===== src/shared/sar_map.svh =====
`ifndef SAR_MAP_SVH
`define SAR_MAP_SVH
// Start-up hold of the fault output, 2 s at 100 MHz
`define SAR_CLK_HZ 100000000
`define SAR_INIT_TIME_MS 2000
`define SAR_INIT_CYCLES ((`SAR_CLK_HZ / 1000) * `SAR_INIT_TIME_MS)
// Alarm code bit order {bit3,bit2,bit1}
`define SAR_CODE_NONE 3'h0
`define SAR_CODE_CONFIG 3'h0
`define SAR_CODE_OVERCUR 3'h1
`define SAR_CODE_OVERFLOW 3'h3
`define SAR_CODE_OVERVOLT 3'h4
`define SAR_CODE_OVERSPD 3'h5
`define SAR_CODE_OVERLOAD 3'h7
`define SAR_CODE_WIRING 3'h5
`define SAR_CODE_PWRLOSS 3'h2
// Serial detail identifiers
`define SAR_ID_NONE 8'h00
`define SAR_ID_ABSDATA 8'h01
`define SAR_ID_PARAM 8'h02
`define SAR_ID_OVERCUR 8'h10
`define SAR_ID_OVERFLOW 8'h31
`define SAR_ID_OVERVOLT 8'h40
`define SAR_ID_OVERSPD 8'h51
`define SAR_ID_OVERLOAD 8'h71
`define SAR_ID_WIRING 8'hC2
`define SAR_ID_ENCALM 8'h80
`define SAR_ID_PWRLOSS 8'hF3
`define SAR_HIST_DEPTH 8
`endif


===== src/shared/sar_pkg.sv =====
package sar_pkg;
	typedef struct packed {
		logic absolute_data_fault;
		logic parameter_fault;
		logic overcurrent_fault;
		logic error_counter_overflow_fault;
		logic overvoltage_fault;
		logic overspeed_fault;
		logic overload_fault;
		logic encoder_wiring_fault;
		logic encoder_alarm_fault;
		logic power_loss_fault;
	} sar_faults_t;

	typedef struct packed {
		logic [2:0] code;
		logic [7:0] id;
	} sar_alarm_t;

	typedef enum logic [1:0] {
		SAR_INIT,
		SAR_RUN,
		SAR_ALARM
	} sar_state_t;
endpackage


===== src/logic/sar_encode.sv =====
`timescale 1ns/10ps
`include "sar_map.svh"
module sar_encode
	import sar_pkg::*;
(
	input wire sar_faults_t faults,
	output logic any_fault,
	output sar_alarm_t alarm
);
	// Fixed priority, first match wins
	always_comb begin
		any_fault = |faults;
		alarm = '{code: `SAR_CODE_NONE, id: `SAR_ID_NONE};
		if (faults.absolute_data_fault) begin
			alarm = '{code: `SAR_CODE_CONFIG, id: `SAR_ID_ABSDATA};
		end else if (faults.parameter_fault) begin
			alarm = '{code: `SAR_CODE_CONFIG, id: `SAR_ID_PARAM};
		end else if (faults.encoder_alarm_fault) begin
			alarm = '{code: `SAR_CODE_CONFIG, id: `SAR_ID_ENCALM};
		end else if (faults.overcurrent_fault) begin
			alarm = '{code: `SAR_CODE_OVERCUR, id: `SAR_ID_OVERCUR};
		end else if (faults.overvoltage_fault) begin
			alarm = '{code: `SAR_CODE_OVERVOLT, id: `SAR_ID_OVERVOLT};
		end else if (faults.overload_fault) begin
			alarm = '{code: `SAR_CODE_OVERLOAD, id: `SAR_ID_OVERLOAD};
		end else if (faults.overspeed_fault) begin
			alarm = '{code: `SAR_CODE_OVERSPD, id: `SAR_ID_OVERSPD};
		end else if (faults.encoder_wiring_fault) begin
			alarm = '{code: `SAR_CODE_WIRING, id: `SAR_ID_WIRING};
		end else if (faults.error_counter_overflow_fault) begin
			alarm = '{code: `SAR_CODE_OVERFLOW, id: `SAR_ID_OVERFLOW};
		end else if (faults.power_loss_fault) begin
			alarm = '{code: `SAR_CODE_PWRLOSS, id: `SAR_ID_PWRLOSS};
		end
	end
endmodule


===== src/logic/sar_history.sv =====
`timescale 1ns/10ps
`include "sar_map.svh"
module sar_history
	import sar_pkg::*;
#(
	parameter int DEPTH = `SAR_HIST_DEPTH,
	parameter int AW = $clog2(`SAR_HIST_DEPTH)
) (
	input wire logic clk,
	input wire logic nrst,
	input wire logic push,
	input wire logic [7:0] push_id,
	input wire logic [AW-1:0] rd_index,
	output logic [7:0] rd_id,
	output logic [AW:0] count
);
	logic [7:0] mem_ff [DEPTH];
	logic [AW-1:0] wr_ff;
	logic [AW-1:0] nxt_wr;
	logic [AW:0] cnt_ff;
	logic [AW:0] nxt_cnt;

	always_comb begin
		nxt_wr = wr_ff;
		nxt_cnt = cnt_ff;
		if (push) begin
			nxt_wr = (wr_ff == AW'(DEPTH - 1)) ? '0 : wr_ff + 1'b1;
			if (cnt_ff != (AW+1)'(DEPTH)) begin
				nxt_cnt = cnt_ff + 1'b1;
			end
		end
	end

	always_ff @(posedge clk or negedge nrst) begin
		if (!nrst) begin
			wr_ff <= '0;
			cnt_ff <= '0;
		end else begin
			wr_ff <= nxt_wr;
			cnt_ff <= nxt_cnt;
		end
	end

	// Ring of past alarm ids, index 0 is newest
	always_ff @(posedge clk) begin
		if (push) begin
			mem_ff[wr_ff] <= push_id;
		end
	end

	logic [AW-1:0] rd_slot;
	always_comb begin
		rd_slot = AW'((int'(wr_ff) + DEPTH - 1 - int'(rd_index)) % DEPTH);
		rd_id = (AW+1)'(rd_index) < cnt_ff ? mem_ff[rd_slot] : `SAR_ID_NONE;
	end
	assign count = cnt_ff;
endmodule


===== src/logic/sar_top.sv =====
`timescale 1ns/10ps
`include "sar_map.svh"
module sar_top
	import sar_pkg::*;
#(
	parameter int INIT_CYCLES = `SAR_INIT_CYCLES,
	parameter int HIST_DEPTH = `SAR_HIST_DEPTH,
	parameter int HAW = $clog2(`SAR_HIST_DEPTH)
) (
	input wire logic clk,
	input wire logic nrst,
	input wire sar_faults_t faults_in,
	input wire logic servo_on_in,
	input wire logic servo_disable_command,
	input wire logic power_present_in,
	input wire logic fault_clear_command,
	input wire logic alarm_reset_in,
	input wire logic absolute_encoder_sel,
	input wire logic [HAW-1:0] hist_rd_index,
	output logic alarm_code_bit1,
	output logic alarm_code_bit2,
	output logic alarm_code_bit3,
	output logic servo_fault_output,
	output logic power_drive_enable,
	output logic dynamic_brake_req,
	output logic green_led,
	output logic red_led,
	output logic report_valid,
	output logic [7:0] report_id,
	output logic [7:0] hist_rd_id,
	output logic [HAW:0] hist_count
);
	// Pin synchronisers
	sar_faults_t flt_s1_ff, flt_s2_ff;
	logic [5:0] pin_s1_ff, pin_s2_ff;
	always_ff @(posedge clk or negedge nrst) begin
		if (!nrst) begin
			flt_s1_ff <= '0;
			flt_s2_ff <= '0;
			pin_s1_ff <= '0;
			pin_s2_ff <= '0;
		end else begin
			flt_s1_ff <= faults_in;
			flt_s2_ff <= flt_s1_ff;
			pin_s1_ff <= {servo_on_in, servo_disable_command, power_present_in,
				fault_clear_command, alarm_reset_in, absolute_encoder_sel};
			pin_s2_ff <= pin_s1_ff;
		end
	end

	logic servo_on, svc_off, powered, clr_cmd, rst_in, abs_sel;
	assign {servo_on, svc_off, powered, clr_cmd, rst_in, abs_sel} = pin_s2_ff;

	logic any_fault;
	sar_alarm_t cur_alarm;
	sar_encode u_encode (
		.faults(flt_s2_ff),
		.any_fault(any_fault),
		.alarm(cur_alarm)
	);

	// Power-up counter width
	localparam int CW = $clog2(INIT_CYCLES + 1);

	sar_state_t state_ff, nxt_state;
	logic [CW-1:0] init_cnt_ff, nxt_init_cnt;
	sar_alarm_t lat_ff, nxt_lat;
	logic clr_d_ff, rst_d_ff;
	logic [7:0] hist_id_raw;
	logic clr_edge, rst_edge, clear_req, push;

	always_comb begin
		clr_edge = clr_cmd & ~clr_d_ff;
		rst_edge = rst_in & ~rst_d_ff;
		clear_req = clr_edge | (rst_edge & abs_sel);
	end

	always_comb begin
		nxt_state = state_ff;
		nxt_init_cnt = init_cnt_ff;
		nxt_lat = lat_ff;
		push = 1'b0;
		unique case (state_ff)
			SAR_INIT: begin
				if (init_cnt_ff == CW'(INIT_CYCLES)) begin
					nxt_state = SAR_RUN;
				end else begin
					nxt_init_cnt = init_cnt_ff + 1'b1;
				end
			end
			SAR_RUN: begin
				if (any_fault) begin
					nxt_state = SAR_ALARM;
					nxt_lat = cur_alarm;
					push = 1'b1;
				end
			end
			SAR_ALARM: begin
				// Clear only once the cause is gone; new faults stay latched out
				if (clear_req && !any_fault) begin
					nxt_state = SAR_RUN;
					nxt_lat = '0;
				end
			end
		endcase
		// Unpowered holds start-up at zero so the hold restarts on return
		if (!powered) begin
			nxt_state = SAR_INIT;
			nxt_init_cnt = '0;
			nxt_lat = '0;
		end
	end

	always_ff @(posedge clk or negedge nrst) begin
		if (!nrst) begin
			state_ff <= SAR_INIT;
			init_cnt_ff <= '0;
			lat_ff <= '0;
			clr_d_ff <= 1'b0;
			rst_d_ff <= 1'b0;
		end else begin
			state_ff <= nxt_state;
			init_cnt_ff <= nxt_init_cnt;
			lat_ff <= nxt_lat;
			clr_d_ff <= clr_cmd;
			rst_d_ff <= rst_in;
		end
	end

	// Outputs, all registered; all but green_led and hist_rd_id from the next-state view
	logic nxt_alarm, nxt_ok;
	always_comb begin
		nxt_alarm = (nxt_state == SAR_ALARM);
		nxt_ok = (nxt_state == SAR_RUN) && powered;
	end

	always_ff @(posedge clk or negedge nrst) begin
		if (!nrst) begin
			alarm_code_bit1 <= 1'b0;
			alarm_code_bit2 <= 1'b0;
			alarm_code_bit3 <= 1'b0;
			servo_fault_output <= 1'b0;
			power_drive_enable <= 1'b0;
			dynamic_brake_req <= 1'b1;
			green_led <= 1'b0;
			red_led <= 1'b0;
			report_valid <= 1'b0;
			report_id <= `SAR_ID_NONE;
			hist_rd_id <= `SAR_ID_NONE;
		end else begin
			// High drives the open-collector transistor on
			{alarm_code_bit3, alarm_code_bit2, alarm_code_bit1} <= nxt_lat.code;
			servo_fault_output <= nxt_ok;
			power_drive_enable <= nxt_ok && servo_on && !svc_off;
			dynamic_brake_req <= !(nxt_ok && servo_on && !svc_off);
			green_led <= powered;
			red_led <= nxt_alarm;
			report_valid <= push;
			report_id <= nxt_lat.id;
			hist_rd_id <= hist_id_raw;
		end
	end

	sar_history #(
		.DEPTH(HIST_DEPTH),
		.AW(HAW)
	) u_hist (
		.clk(clk),
		.nrst(nrst),
		.push(push),
		.push_id(cur_alarm.id),
		.rd_index(hist_rd_index),
		.rd_id(hist_id_raw),
		.count(hist_count)
	);
endmodule


===== config.mk =====
export PLATFORM = sky130hd
export DESIGN_NAME = sar_top
export DESIGN_NICKNAME = d
export VERILOG_FILES = /design/src/shared/sar_pkg.sv /design/src/logic/sar_encode.sv /design/src/logic/sar_history.sv /design/src/logic/sar_top.sv
export VERILOG_INCLUDE_DIRS = /design/src /design/src/shared
export SDC_FILE = /design/constraint.sdc
export NUM_CORES = 1
export LEC_CHECK = 0
export BUFFER_PORTS_ARGS = -buffer_cell sky130_fd_sc_hd__buf_4
export CORE_MARGIN = 2
export CORE_UTILIZATION = 23
export DETAILED_ROUTE_END_ITERATION = 8
export PLACE_DENSITY = 0.38
export SKIP_CTS_REPAIR_TIMING = 1
export SYNTH_ARGS = -nofsm -noshare
export SYNTH_HDL_FRONTEND = slang
export SYNTH_SLANG_ARGS = --single-unit

===== constraint.sdc =====
create_clock -name clk -period 5.05 [get_ports clk]
set_input_delay 0.7575 -clock clk [delete_from_list [all_inputs] [get_ports clk]]
set_output_delay 0.7575 -clock clk [all_outputs]
set_load 0.02 [all_outputs]

==> flow_metrics.tcl <==
set metrics [dict create \
    overflow 0 \
    regArea_sq_um 3740 \
    hold_viol_final 0 \
    cts.path.max_buffers 2 \
    path_cells "or4_1 > or3_4 > nand2_4 > inv_2 > or2_4 > a21oi_4 > mux2_2" \
    powerDensity_nw_per_um2 357 \
    pre_cts_slack_ns 2.15 \
    yosys_most_used_dff "dfrtp_1" \
    worstPathRequired_ns 5.36 \
    antenna_cells 0 \
    vdd_drop_max_uv 156 \
    critical_path.max_stage_delay_ns 0.69 \
    wirelength_microns 12700 \
    dieArea_sq_um 26500 \
    fin_skew_ns 0.0121 \
    netlist_area_sq_um 5800 \
    core.rowCount 58 \
    antenna_found_initial 0 \
    async_reset_ff_share_pct 65.7 \
    cts_sinks 140 \
    grt_first_pass_wirelength_microns 20700 \
    start_util_pct 23.2 \
    grt_pass1_vias 3719 \
    worst_slack_ns 2.24 \
    multi_input_area_sq_um 1930 \
    drc_errors 0 \
    syn_avg_cell_area_sq_um 13.3 \
    setup_tns_ns 0 \
    cts_root_buf "clkbuf_16" \
    place.port_buffers 45 \
    end_kind "flip-flop" \
    final_common_cell "dfrtp_1" \
    final_nets 527 \
    area_delta_synth_final_pct 22.5 \
    p_leak_nw 2.91 \
    criticalPathCategory "reg2reg" \
    outcome "complete, no violations" \
    finalSetupViolations 0 \
    ant_nets 0 \
    coreArea_sq_um 25000 \
    ioPinCount 50 \
    vias_per_cell 4.25 \
    hold_path_class "in2async" \
    fill_cells 2575 \
    die_w_microns 163 \
    die_y_microns 163 \
    timing.max_cap.violations 0 \
    drtPass1Iterations 4 \
    post-dp-hpwl_microns 8770 \
    ys.warnings.count 0 \
    postSynthCellCount 437 \
    rsz0062_at_grt "false" \
    fin_crit_ns 2.81 \
    drv_slew 0 \
    synthDistinctLibCells 55 \
    critPathMaxFanout 11 \
    cpMaxStageDelayCell "or4_1" \
    worst_pin_slew_ns 1.22 \
    synth-edff-count 48 \
    fin_crit_sh_pct 55.7 \
    drive_above_1_share_pct 21.3 \
    timing.fmax_mhz 355 \
    layout_common_cells "dfrtp_1 (91), buf_4 (48), edfxtp_1 (48), nor2_1 (40), nand2_1 (23)" \
    clkLatencyLatePin_ns 0.42 \
    synth.ff_latch_count 140 \
    drtIter0Drc 275 \
    grt_max_degree 51 \
    cts.clk_slew.worst_paths_ns 0.07 \
    cts_buffers 17 \
    ys_seq_area_share_pct 64.5 \
    slew_headroom_pct 17.7 \
    start_kind "flip-flop" \
    place.gp.congestion 0.717 \
    vias 3553 \
    cts_tree "yes" \
    cts.htree.levels 4 \
    wl_per_cell_microns 15.2 \
    cp.arrival_ns 3.12 \
    grt.total_usage_pct 10.3 \
]
-- flip-flops by register name (all words and copies together) (netlist names), 4 cells and up --
register	cells
flt_s2_ff	10
flt_s1_ff	10
hist_rd_id	6
u_hist.mem_ff	48
pin_s1_ff	6
pin_s2_ff	6
report_id	6
u_hist.count	4
init_cnt_ff	28
-- layer usage --
| layer | share of wire (%) | GRT usage (%) | up-vias | routed length (microns) |
|---|---|---|---|---|
| met5 | 0 | 0 | - | 0 |
| met4 | 1.3 | 4.38 | 0 | 170 |
| met3 | 4.1 | 2.80 | 12 | 528 |
| met2 | 46 | 15.7 | 67 | 5850 |
| met1 | 49 | 13.8 | 1779 | 6190 |
| li1 | - | - | 1695 | - |
-- cell families (layout without fill, tap and decap cells) --
logic type,Yosys count,after routing,share of synthesized area [%]
adders and majority gates,13,13,2.93
xor gates and xnor gates,24,24,3.62
muxes,25,25,7.05
other,1,4,0.0646
AOI/OAI and AO/OA,46,46,5.11
buffers and inverters,32,98,2.37
DFF,140,140,64.5
and+or+nand+nor,156,156,14.3
-- final timing paths --
path,to,slack (ns),cells after the start,from
worst max-delay path,report_id[5]$_DFFE_PN0P_,2.24,7,flt_s2_ff[7]$_DFF_PN0_
worst min-delay path,hist_rd_id[5]$_DFF_PN0_,0.34,1,nrst
worst max register to register,report_id[5]$_DFFE_PN0P_,2.24,7,flt_s2_ff[7]$_DFF_PN0_
worst min register to register,pin_s2_ff[3]$_DFF_PN0_,0.35,0,pin_s1_ff[3]$_DFF_PN0_
max in group asynchronous,flt_s2_ff[5]$_DFF_PN0_,3.63,2,nrst
min in group clk,pin_s2_ff[3]$_DFF_PN0_,0.35,0,pin_s1_ff[3]$_DFF_PN0_
-- stage by stage --
stage	power [mW]	utilization (%)	hold slack (ns)	std cells	cell area (sq um)
6_report	2.54	28.5	0.336	836	7110
5_1_grt	2.64	28.5	0.357	836	7110
4_1_cts	2.58	28.5	0.350	836	7110
3_5_place_dp	1.31	26.1	0.337	804	6520
3_3_place_gp	1.31	26.1	0.334	804	6520
2_1_floorplan	1.27	-	0.331	440	5810
-- layout make-up --
class | count | area share (%)
sequential | 140 | 52.7
clock inverter | 15 | 2.34
inverter | 18 | 0.950
multi-input combinational | 268 | 27.2
tap | 330 | 5.81
clock buffer | 17 | 5.98
timing repair buffer | 48 | 5.07
-- power breakdown --
part	leakage, nW	switching, mW	total (mW)	internal (mW)
Clock	0.282	0.550	1.25	0.704
Combinational	0.912	0.0516	0.0825	0.0309
Sequential	1.71	0.0137	1.20	1.19
Total	2.91	0.615	2.54	1.93
-- critical path, delay by kind of cell (launching register included) --
| kind | cells | cell delay (ns) |
|---|---|---|
| AOI/OAI and AO/OA | 1 | 0.23 |
| DFF | 1 | 0.44 |
| buffers and inverters | 1 | 0.12 |
| and+or+nand+nor | 4 | 1.54 |
| muxes | 1 | 0.36 |
-- synth_stat cells (all sizes together), types with 9 or more instances --
master  number  area, sq um
a21oi       11         66.3
dfrtp       91         2280
edfxtp      48         1440
ha          12          150
inv         18         67.6
mux4        12          270
nand2       24         97.6
nand3       14         75.1
nand4       11         68.8
nor2        40          150
nor3        18         90.1
nor4         9         56.3
o21ai       15         75.1
xnor2       16          140
(Power assumes the default switching activity.)
